<file path="src/periodic_timer_pkg.sv">
// constants, codes and carrier types for the periodic timer block
// assumes a 32-bit apb master and a timer tick on every pclk edge
package periodic_timer_pkg;

  // register byte offsets, one aligned word each
  localparam logic [7:0] OFF_CTRL = 8'h00;  // control word, run bit in bit 0
  localparam logic [7:0] OFF_STAT = 8'h04;  // match flags and latch edge flag
  localparam logic [7:0] OFF_CNT  = 8'h08;  // counter, read only
  localparam logic [7:0] OFF_DUTY = 8'h0c;  // duty comparator / capture register a
  localparam logic [7:0] OFF_CAPB = 8'h10;  // second capture register
  localparam logic [7:0] OFF_PER  = 8'h14;  // period comparator

  // bit positions inside the control and status words
  localparam int RUN_BIT   = 0;   // run bit
  localparam int CTRL_LSB  = 1;   // first bit of the ctrl_s field group
  localparam int CTRL_MSB  = 11;  // last bit of the ctrl_s field group
  localparam int STAT_DUTY = 0;   // duty match flag, write one to clear
  localparam int STAT_PER  = 1;   // period match flag, write one to clear
  localparam int STAT_EDGE = 2;   // latch edge flag, read only

  // mode field codes
  localparam logic [1:0] MODE_CMP = 2'h0;  // compare match output
  localparam logic [1:0] MODE_CAP = 2'h1;  // capture input
  localparam logic [1:0] MODE_PWM = 2'h2;  // pwm or single pulse
  localparam logic [1:0] MODE_TMR = 2'h3;  // plain timer/counter

  // pin action codes in pwm mode
  localparam logic [1:0] PA_LOW   = 2'h0;  // pin forced low
  localparam logic [1:0] PA_HIGH  = 2'h1;  // pin forced high
  localparam logic [1:0] PA_WAVE  = 2'h2;  // pwm waveform on pin
  localparam logic [1:0] PA_PULSE = 2'h3;  // single pulse output

  // pin action codes in capture mode
  localparam logic [1:0] EDGE_RISE = 2'h0;  // capture on rising edges
  localparam logic [1:0] EDGE_FALL = 2'h1;  // capture on falling edges
  localparam logic [1:0] EDGE_BOTH = 2'h2;  // capture on both edges
  localparam logic [1:0] EDGE_NONE = 2'h3;  // no capture, counter still runs

  // capture clear field codes
  localparam logic [1:0] CLR_NONE = 2'h0;  // period match only
  localparam logic [1:0] CLR_RISE = 2'h1;  // plus rising capture edge
  localparam logic [1:0] CLR_FALL = 2'h2;  // plus falling capture edge
  localparam logic [1:0] CLR_BOTH = 2'h3;  // plus either capture edge

  // reset values
  localparam logic [15:0] VAL_RST  = 16'h0000;  // counter and comparators
  localparam logic [31:0] DATA_RST = 32'h0000_0000;

  // decoded operating mode, one-hot
  typedef enum logic [4:0] {
    OP_CMP = 5'b00001,
    OP_CAP = 5'b00010,
    OP_PWM = 5'b00100,
    OP_SPO = 5'b01000,
    OP_TMR = 5'b10000
  } op_e;

  // software control fields, stored at bits CTRL_MSB..CTRL_LSB
  typedef struct packed {
    logic       ext_trig_en;            // ext clock pin edge may set run (single pulse)
    logic [1:0] capture_clear;          // capture_clear_hi / capture_clear_lo
    logic       counter_clear_select;   // 0 period match, 1 duty match
    logic       capture_source_select;  // 0 capture_pin, 1 ext_clock_pin
    logic       output_invert;          // invert the pin
    logic       output_level_ctrl;      // 1 active high, 0 active low
    logic [1:0] pin_action;             // pin_action_hi / pin_action_lo
    logic [1:0] mode_sel;               // mode_sel_hi / mode_sel_lo
  } ctrl_s;

  localparam ctrl_s CTRL_RST = '0;

  // apb request group from the master
  typedef struct packed {
    logic        psel;
    logic        penable;
    logic        pwrite;
    logic [7:0]  paddr;
    logic [31:0] pwdata;
  } apb_req_s;

endpackage

</file>
<file path="src/periodic_timer.sv">
// periodic timer: timer/counter, pwm, single pulse and capture modes
// assumes pins synchronous to pclk and one timer tick per pclk edge
//
// The implementer's own choices: the APB slave port and the placing of the registers.
`timescale 1ns/100ps

// Functional notes
// mode 11 plain timer, pin unused
// mode 10 pwm, period clears, duty sets active
// period 0 gives 65536 clocks
// duty at or above period gives 100%
// pwm raises duty and period flags
// level, pin action and invert shape pin
// counter runs with pin forced
// clear select ignored in pwm
// mode 10 with action 11 is pulse
// run rise starts pulse, ext pin sets run
// pulse ends on run clear or duty match
// pulse counter cleared only by run rise
// mode 01 capture, source select, run starts
// edge select, action 11 means no capture
// selected edge latches counter, raises flag
// period match clears counter in capture
// capture clear 01 rising, 10 falling
// clear field 00 latches into a only
// software must not share ext pin roles
// pulses under two clocks may be missed
// latch within 1.5 clocks, flag after
// capture clear 11 clears on both edges
// latch edge flag shows last edge
module periodic_timer (
  input  wire logic                         pclk,
  input  wire logic                         presetn,
  input  wire periodic_timer_pkg::apb_req_s apb_req,
  output logic                              pready,
  output logic [31:0]                       prdata,
  output logic                              pslverr,
  input  wire logic                         capture_pin,
  input  wire logic                         ext_clock_pin,
  output logic                              pin_out,
  output logic                              pin_oe_n
);
  import periodic_timer_pkg::*;

  // registers
  ctrl_s       ctrl_q;        // control fields
  logic        run_q;         // timer_run
  logic        run_prev_q;    // run one cycle ago, for the rising edge
  logic [15:0] cnt_q;         // free running counter
  logic [15:0] duty_q;        // duty_compare_value, also capture a
  logic [15:0] capb_q;        // second_capture_value
  logic [15:0] per_q;         // period_compare_value
  logic        duty_f_q;      // duty_match_flag
  logic        per_f_q;       // period_match_flag
  logic        edge_q;        // latch_edge_flag
  logic        cap_pend_q;    // capture done, flag due next edge
  logic        src_prev_q;    // selected capture source one cycle ago
  logic        ext_prev_q;    // ext clock pin one cycle ago
  logic        pready_q;
  logic [31:0] prdata_q;
  logic        pslverr_q;
  logic        pin_out_q;
  logic        pin_oe_n_q;

  // apb decode
  wire         acc_phase = apb_req.psel & apb_req.penable;
  wire         xfer_done = acc_phase & pready_q;        // write lands here only
  wire         wr_en     = xfer_done & apb_req.pwrite;
  wire         sel_ctrl  = (apb_req.paddr == OFF_CTRL);
  wire         sel_stat  = (apb_req.paddr == OFF_STAT);
  wire         sel_cnt   = (apb_req.paddr == OFF_CNT);
  wire         sel_duty  = (apb_req.paddr == OFF_DUTY);
  wire         sel_capb  = (apb_req.paddr == OFF_CAPB);
  wire         sel_per   = (apb_req.paddr == OFF_PER);
  wire         mapped    = sel_ctrl | sel_stat | sel_cnt | sel_duty | sel_capb | sel_per;
  wire         wr_ctrl   = wr_en & sel_ctrl;
  wire         wr_stat   = wr_en & sel_stat;
  wire         wr_duty   = wr_en & sel_duty;
  wire         wr_capb   = wr_en & sel_capb;
  wire         wr_per    = wr_en & sel_per;

  // read mux, chained by address
  wire [31:0]  rd_mux =
    sel_ctrl ? {20'h00000, ctrl_q, run_q} :
    sel_stat ? {29'h00000000, edge_q, per_f_q, duty_f_q} :
    sel_cnt  ? {16'h0000, cnt_q} :
    sel_duty ? {16'h0000, duty_q} :
    sel_capb ? {16'h0000, capb_q} :
    sel_per  ? {16'h0000, per_q} : DATA_RST;

  // operating mode decode
  op_e op;
  assign op = (ctrl_q.mode_sel == MODE_CAP) ? OP_CAP :
              (ctrl_q.mode_sel == MODE_TMR) ? OP_TMR :
              (ctrl_q.mode_sel == MODE_PWM) ?
                ((ctrl_q.pin_action == PA_PULSE) ? OP_SPO : OP_PWM) : OP_CMP;

  // comparator hits on the last count of a span; a period of zero wraps at ffff
  wire [15:0]  per_m1   = per_q - 16'h0001;
  wire [15:0]  duty_m1  = duty_q - 16'h0001;
  wire         run_rise = run_q & ~run_prev_q;
  wire         p_hit    = run_q & ~run_rise & (cnt_q == per_m1);
  wire         a_hit    = run_q & ~run_rise & (duty_q != VAL_RST) & (cnt_q == duty_m1);

  // capture source and its edges; the pins are taken as already synchronous
  wire         src      = ctrl_q.capture_source_select ? ext_clock_pin : capture_pin;
  // no width filter: a pulse under two clocks is still seen, which the rules allow
  wire         src_rise = src & ~src_prev_q;
  wire         src_fall = ~src & src_prev_q;
  wire         ext_rise = ext_clock_pin & ~ext_prev_q;

  // active edge choice by pin action
  wire         edge_sel =
    (ctrl_q.pin_action == EDGE_RISE) ? src_rise :
    (ctrl_q.pin_action == EDGE_FALL) ? src_fall :
    (ctrl_q.pin_action == EDGE_BOTH) ? (src_rise | src_fall) : 1'b0;
  wire         cap_hit  = (op == OP_CAP) & run_q & edge_sel;
  // with clear field 00 everything goes to a; otherwise falling edges go to b
  wire         cap_to_b = cap_hit & (ctrl_q.capture_clear != CLR_NONE) & src_fall;
  wire         cap_to_a = cap_hit & ~cap_to_b;

  // selected capture source edges that also clear the counter, independent of edge choice
  wire         clr_edge =
    (ctrl_q.capture_clear == CLR_RISE) ? src_rise :
    (ctrl_q.capture_clear == CLR_FALL) ? src_fall :
    (ctrl_q.capture_clear == CLR_BOTH) ? (src_rise | src_fall) : 1'b0;

  // counter clear per mode
  wire         cmp_clr  = ctrl_q.counter_clear_select ? a_hit : p_hit;
  wire         cnt_clr  =
    ((op == OP_CMP) | (op == OP_TMR)) ? cmp_clr :
    (op == OP_PWM) ? p_hit :
    (op == OP_CAP) ? (p_hit | (run_q & clr_edge)) :
    1'b0;

  // flag set terms
  wire         duty_set =
    (op == OP_CAP) ? cap_pend_q : a_hit;
  wire         per_set  =
    ((op == OP_CMP) | (op == OP_TMR)) ? (p_hit & ~ctrl_q.counter_clear_select) :
    (op == OP_SPO) ? 1'b0 : p_hit;

  // run bit: software write first, then ext trigger, then pulse end
  wire         spo_end  = (op == OP_SPO) & a_hit;
  wire         ext_set  = (op == OP_SPO) & ctrl_q.ext_trig_en & ext_rise;
  wire         run_d    = wr_ctrl ? apb_req.pwdata[RUN_BIT] :
                          ext_set ? 1'b1 :
                          spo_end ? 1'b0 : run_q;

  // counter: held while stopped, zeroed on run rise
  wire [15:0]  cnt_d    = ~run_q            ? cnt_q :
                          (run_rise | cnt_clr) ? VAL_RST :
                          cnt_q + 16'h0001;

  // pwm waveform, full duty when duty reaches the period
  wire         full_duty = (per_q != VAL_RST) & (duty_q >= per_q);
  wire         pwm_raw   = run_q & (full_duty | (cnt_q < duty_q));
  // pulse is active for as long as run stays high
  wire         spo_raw   = run_q;
  wire         wave_raw  = (op == OP_SPO) ? spo_raw : pwm_raw;
  // level control picks active high or low
  wire         wave_lvl  = ctrl_q.output_level_ctrl ? wave_raw : ~wave_raw;
  wire         pin_lvl   =
    (op == OP_CMP) ? ctrl_q.output_level_ctrl :
    (ctrl_q.pin_action == PA_LOW)  ? 1'b0 :
    (ctrl_q.pin_action == PA_HIGH) ? 1'b1 : wave_lvl;
  wire         pin_d     = pin_lvl ^ ctrl_q.output_invert;
  // pin is released in timer and capture modes for other pin functions
  wire         pin_oe_n_d = (op == OP_TMR) | (op == OP_CAP);

  // flags: hardware set wins over a same cycle write-one clear
  wire         duty_f_d = duty_set | (duty_f_q & ~(wr_stat & apb_req.pwdata[STAT_DUTY]));
  wire         per_f_d  = per_set | (per_f_q & ~(wr_stat & apb_req.pwdata[STAT_PER]));

  // apb slave: one wait state, read data and error ready with pready
  always_ff @(posedge pclk or negedge presetn) begin
    if (!presetn) begin
      pready_q  <= 1'b0;
      prdata_q  <= DATA_RST;
      pslverr_q <= 1'b0;
    end else begin
      pready_q  <= acc_phase & ~pready_q;
      prdata_q  <= (acc_phase & ~pready_q & ~apb_req.pwrite) ? rd_mux : DATA_RST;
      pslverr_q <= acc_phase & ~pready_q & ~mapped;
    end
  end

  // control and run bit
  always_ff @(posedge pclk or negedge presetn) begin
    if (!presetn) begin
      ctrl_q     <= CTRL_RST;
      run_q      <= 1'b0;
      run_prev_q <= 1'b0;
    end else begin
      if (wr_ctrl) begin
        ctrl_q <= ctrl_s'(apb_req.pwdata[CTRL_MSB:CTRL_LSB]);
      end
      run_q      <= run_d;
      run_prev_q <= run_q;
    end
  end

  // counter and input edge history
  always_ff @(posedge pclk or negedge presetn) begin
    if (!presetn) begin
      cnt_q      <= VAL_RST;
      src_prev_q <= 1'b0;
      ext_prev_q <= 1'b0;
    end else begin
      cnt_q      <= cnt_d;
      src_prev_q <= src;
      ext_prev_q <= ext_clock_pin;
    end
  end

  // comparators and capture registers; a capture beats a software write
  always_ff @(posedge pclk or negedge presetn) begin
    if (!presetn) begin
      duty_q <= VAL_RST;
      capb_q <= VAL_RST;
      per_q  <= VAL_RST;
    end else begin
      if (cap_to_a) begin
        duty_q <= cnt_q;
      end else if (wr_duty) begin
        duty_q <= apb_req.pwdata[15:0];
      end
      if (cap_to_b) begin
        capb_q <= cnt_q;
      end else if (wr_capb) begin
        capb_q <= apb_req.pwdata[15:0];
      end
      if (wr_per) begin
        per_q <= apb_req.pwdata[15:0];
      end
    end
  end

  // flags; the capture flag follows the latch by one clock
  always_ff @(posedge pclk or negedge presetn) begin
    if (!presetn) begin
      duty_f_q   <= 1'b0;
      per_f_q    <= 1'b0;
      edge_q     <= 1'b0;
      cap_pend_q <= 1'b0;
    end else begin
      duty_f_q   <= duty_f_d;
      per_f_q    <= per_f_d;
      cap_pend_q <= cap_hit;
      if (cap_hit) begin
        edge_q <= src_rise;
      end
    end
  end

  // output pin
  always_ff @(posedge pclk or negedge presetn) begin
    if (!presetn) begin
      pin_out_q  <= 1'b0;
      pin_oe_n_q <= 1'b1;
    end else begin
      pin_out_q  <= pin_d;
      pin_oe_n_q <= pin_oe_n_d;
    end
  end

  assign pready   = pready_q;
  assign prdata   = prdata_q;
  assign pslverr  = pslverr_q;
  assign pin_out  = pin_out_q;
  assign pin_oe_n = pin_oe_n_q;
endmodule

</file>
<file path="config.mk">
export PLATFORM = sky130hd
export DESIGN_NAME = periodic_timer
export DESIGN_NICKNAME = d
export VERILOG_FILES = /design/src/periodic_timer_pkg.sv /design/src/periodic_timer.sv
export SDC_FILE = /design/constraint.sdc
export NUM_CORES = 1
export LEC_CHECK = 0
export ABC_CLOCK_PERIOD_IN_PS = 5700
export CAP_MARGIN = 10
export CORE_MARGIN = 2
export CORE_UTILIZATION = 35
export CTS_BUF_LIST = sky130_fd_sc_hd__clkbuf_16
export DETAILED_ROUTE_END_ITERATION = 12
export DONT_BUFFER_PORTS = 1
export GPL_ROUTABILITY_DRIVEN = 1
export PLACE_DENSITY = 0.52
export SLEW_MARGIN = 10
export SYNTH_ARGS = -nofsm -noshare
export SYNTH_HDL_FRONTEND = slang
export SYNTH_SLANG_ARGS = --single-unit
</file>
<file path="constraint.sdc">
create_clock -name pclk -period 5.7 [get_ports pclk]
set_clock_uncertainty 0.2 [all_clocks]
set_input_delay 0.285 -clock pclk [delete_from_list [all_inputs] [get_ports pclk]]
set_output_delay 0.285 -clock pclk [all_outputs]
set_load 0.1 [all_outputs]
</file>
-- Yosys cells after proc, flatten, opt, wreduce, memory -nomap -nowiden
Index checks and enable logic that the tools add are counted.
- register bits after elaboration: 103
- bits in latches: 0
- bits in writable memories: 0
- ROM bits: 0
- input port bits: 47
- logic and storage cells: 159
- memories kept: 0
- add/subtract/negate cells: 3
- multipliers: 0
- div/mod/pow operators: 0
- magnitude comparators: 2
- eq/ne operators: 21
- shift operators: 0
- muxes and demuxes: 38
- bitwise logic cells: 62
- reduce and logical (&&, ||, !) cells: 8
- operator list (cell ; count):
    $mux W16 ; 12
    $and A1 B1 Y1 ; 35
    $eq A16 B16 Y1 ; 2
    $reduce_bool A16 Y1 ; 2
    $sub A16 B1 Y16 const B ; 2
    $mux W1 ; 22
    $add A16 B1 Y16 const B ; 1
    $eq A8 B4 Y1 const B ; 2
    $eq A8 B5 Y1 const B ; 2
    $ge A16 B16 Y1 ; 1
    $lt A16 B16 Y1 ; 1
    $not A1 Y1 ; 13
    $or A1 B1 Y1 ; 13
    $eq A2 B2 Y1 const B ; 6
    $mux W5 ; 2
    $eq A8 B3 Y1 const B ; 1
    $logic_not A8 Y1 ; 1
    $mux W4 ; 2
    $eq A2 B1 Y1 const B ; 3
    $reduce_bool A2 Y1 ; 3
    $eq A5 B1 Y1 const B ; 1
    $eq A5 B2 Y1 const B ; 1
    $eq A5 B3 Y1 const B ; 1
    $eq A5 B4 Y1 const B ; 1
    4 further kinds ; 4

-- Depth between registers and ports, before layout
- word-level depth: 14
- gate-level depth with buffers: 12

-- Worst setup path after synthesis
Ideal clock, no wire load.
- path kind: reg2reg
- from: register duty_q[6]
- to: register cnt_q[11]
- arrival time: 2.726 ns
- slack: 2.658 ns
- stages on the path, launching flop included: 11
- path buffers: 3
- clock period less this slack: 3.042 ns
- cells stage by stage: dfrtp_1 -> buf_6 -> or4_1 -> buf_4 -> or4_2 -> xnor2_1 -> nor4_2 -> nand4_2 -> o22ai_4 -> buf_6 -> nor2_1
- word-level cells in the longest chain between the ends: 7
- RTL lines (what ; RTL line ; text):
    start, declared ; periodic_timer.sv:50 ; logic [15:0] duty_q;
    start signal, assigned ; periodic_timer.sv:224 ; duty_q <= cnt_q;
    start signal, assigned ; periodic_timer.sv:226 ; duty_q <= apb_req.pwdata[15:0];
    $sub A16 B1 Y16 / $reduce_bool A16 Y1 (equally long branches) ; periodic_timer.sv:100, periodic_timer.sv:103 ;
    $eq A16 B16 Y1 / $and A1 B1 Y1 (equally long branches) ; periodic_timer.sv:103 ; wire a_hit = run_q & ~run_rise & (duty_q != VAL_RST) & (cnt_q == duty_m1);
    $and A1 B1 Y1 * ; periodic_timer.sv:103 ;
    $mux W1 * ; periodic_timer.sv:129 ; wire cmp_clr = ctrl_q.counter_clear_select ? a_hit : p_hit;
    $mux W1 * ; periodic_timer.sv:131 ; ((op == OP_CMP) | (op == OP_TMR)) ? cmp_clr :
    $or A1 B1 Y1 * ; periodic_timer.sv:152 ; (run_rise | cnt_clr) ? VAL_RST :
    $mux W16 * ; periodic_timer.sv:152 ;
    end signal, assigned ; periodic_timer.sv:210 ; cnt_q <= cnt_d;
    end, declared ; periodic_timer.sv:49 ; logic [15:0] cnt_q;
Every way passes the cells marked *; elsewhere a longest branch is shown, timed or not.
A chain may end at the register's enable or synchronous reset.

-- Worst setup path after layout
- from: register duty_q[1]
- to: register cnt_q[1]
The elaborated chain is that of the path after synthesis.

==> flow_summary.toml <==
[clock_network]
post_cts_resize_count = 0
insertion_delay_ns = 0.36
cts_root_buf = "clkbuf_16"
cts_made_buffers = 9
path_clk_slew_ns = 0.07
h-tree-depth = 3
postCtsSetupRepairBufs = 0
clock_sinks = 103
cts_tree = "built"
cts.path.max_buffers = 2

[drt]
first_pass_iters = 6
ant_nets = 0
vias = 5652
viasPerCell = 5.26
wl_per_cell_um = 18.4
drtIter0Drc = 282
wirelength_mm = 19.8
drcViolationCount = 0

[die]
chipHeight_um = 147
rows = 52
dieArea_sq_um = 21500
core-area_sq_um = 20100
start_util_pct = 35.4
die_x_um = 147
io_pins = 83

[min_path]
hp-class = "in -> reg"

[placement]
place_hpwl_mm = 14.0
port_buffers = 0
place_area_sq_um = 7270
place_congestion = 0.852

[grt]
grt_pass1_vias = 5496
grt_max_degree = 104
grt_pass1_wl_mm = 31.7
antenna_found_initial = 0
grt_util_all_layers_pct = 18.9
overflow = 0

[timing]
slew_headroom_pct = 21.6
hold_violations = 0
fmax_ghz = 0.271
holdWs_ns = 0.00430
setup_viol = 0
rsz0062_at_grt = "no"
tightest_slew_ns = 1.17
setup_tns_ns = 0
min_period_ns = 3.69
period_share_pct = 64.8
drv_slew = 0

[power_and_ir_drop]
power_mw = 1.83
power.density_nw_per_um2 = 235
vdd_drop_max_mv = 0.140
p_leak_nw = 3.34

[logic_synthesis]
synth_seq_cells = 103
synth_top_area_share_pct = 35.8
yosysWarningCount = 0
syn_avg_cell_area_sq_um = 8.83
synth_edf_count = 0
ys_top_cells_by_area = "dfrtp_1, mux2i_1, ha_1"
synth_area_sq_um = 7120
synthFlopType = "dfrtp_1"
yosysSeqAreaShare_pct = 36.2
synth-async-reset-ratio_pct = 100
yosysTopAreaCell = "dfrtp_1"
postSynthCellCount = 806
synth_cell_types = 67

[cells_and_area]
fin_util_pct = 38.7
syn_to_final_growth_pct = 9.35
drive_gt1_share_pct = 6.22
stdcell_area_sq_um = 7790
nFillCells = 2055
final_nets = 889
antenna_cells = 0

[critical_path]
path_class = "reg -> reg"
path_cells = "inv_1 -> ha_1 -> or4b_1 -> nor3_1 -> mux2i_1 -> mux2i_1 -> o21ai_0 -> nand4_2 -> o22ai_4 -> nor3b_1"
required_ns = 5.71
crit_path_end_kind = "flip-flop"
cp.arrival_ns = 3.70
max_stage_delay_ns = 0.65
cp_common_cell = "mux2i_1"
startpoint_type = "flip-flop"
critPathMaxFanout = 16
slowest_stage = "or4b_1"

[job]
cap_violations = 0

[outcome]
status = "finished, final reports clean"
[layout make-up]
| type | count | area (sq um) | share of cell area [%] |
|---|---|---|---|
| Inverter | 41 | 154 | 1.98 |
| Clock inverter | 6 | 37.5 | 0.482 |
| Timing Repair Buffer | 32 | 318 | 4.08 |
| Multi-Input combinational cell | 613 | 4140 | 53.1 |
| Sequential cell | 103 | 2580 | 33.1 |
| Clock buffer | 9 | 225 | 2.89 |
| Tap cell | 270 | 338 | 4.34 |
[logic make-up after synthesis]
group | share of synthesized area (%)
flip-flops | 36.2
buffers and inverters | 6.71
XOR/XNOR | 5.90
AND/OR/NAND/NOR | 18.2
adder cells (fa/ha/maj) | 7.38
AO/OA/AOI/OAI | 14.5
other | 0.0527
multiplexers | 11.0
[layout by cell type (no fill, tap or decap), types with 23 or more instances in the layout]
master and instances:
mux2i_1 68, dfrtp_1 102, o21ai_0 66, inv_1 42, nor2_1 53, ha_1 42, nand2_1 102, dlygate4sd3_1 23
a21oi_1 26, xnor2_1 34
[registers in the layout (all words and copies together) (netlist names), 11 cells and up]
register  cells
capb_q       16
cnt_q        16
ctrl_q       11
duty_q       16
per_q        16
prdata       16
[path summary, 6_finish.rpt]
kind / startpoint / to / slack [ns] / cells past startpoint
max in group asynchronous: presetn / ctrl_q[10] / 4.50 / 2
hold / removal: apb_req[34] / prdata[2] / 0.004 / 2
setup reg to reg: duty_q[1] / cnt_q[1] / 2.01 / 10
hold reg to reg: per_f_q / per_f_q / 0.29 / 2
setup / recovery: duty_q[1] / cnt_q[1] / 2.01 / 10
min in group asynchronous: presetn / cnt_q[4] / 0.35 / 2
[cell usage after synthesis, types with 3 or more instances]
cell / n
dfrtp_1: 102
nand2_1: 102
mux2i_1: 68
o21ai_0: 66
nor2_1: 55
ha_1: 42
inv_1: 41
clkbuf_1: 37
xnor2_1: 34
a21oi_1: 26
nor3_1: 18
buf_4: 17
o22ai_1: 16
nand4_1: 14
xor2_1: 14
mux2_2: 9
nand3_1: 9
or3_1: 9
nor4_1: 8
a22o_1: 7
and2_1: 7
a211oi_1: 6
a21o_1: 6
nand2b_1: 6
a41oi_1: 5
nor2b_1: 5
nor3b_1: 5
o211ai_1: 5
and3_1: 4
buf_1: 4
buf_2: 4
or4_1: 4
a31oi_1: 3
o2111ai_1: 3
o31ai_1: 3
or2_2: 3
[timing repair]
action	4_1_cts	5_1_grt
setup endpoints to repair	0	0
hold endpoints to repair	172	0
hold buffers	24	0
[per-layer routing]
metal / vias up / global-route usage (%) / routed length, um
met1: 2726 / 26.8 / 9720
li1: 2792 / - / -
met5: - / 0 / 0
met2: 114 / 29.9 / 8950
met3: 20 / 3.44 / 791
met4: 0 / 4.37 / 309
[report_power, final]
part / leakage [nW] / switching (mW) / internal [mW]
Clock: 0.131 / 0.291 / 0.294
Combinational: 1.92 / 0.225 / 0.160
Sequential: 1.29 / 0.102 / 0.758
Total: 3.34 / 0.618 / 1.21
[metrics by stage]
| step | cells | worst slack, ns |
|---|---|---|
| after global routing | 1074 | 1.73 |
| after CTS | 1074 | 1.97 |
| after detailed placement | 1035 | 2.00 |
| after floorplan | 821 | 2.66 |
| final | 1074 | 2.01 |
| after global placement | 1035 | 2.02 |
[critical path, delay by kind of cell, from the launching register on]
family	cells	cell delay (ns)
and+or+nand+nor	4	1.46
AOI/OAI and AO/OA	2	0.75
DFF	1	0.43
muxes	2	0.32
adders and majority gates	1	0.21
buffers and inverters	1	0.15
No activity file was read; power rests on OpenSTA's default activity.
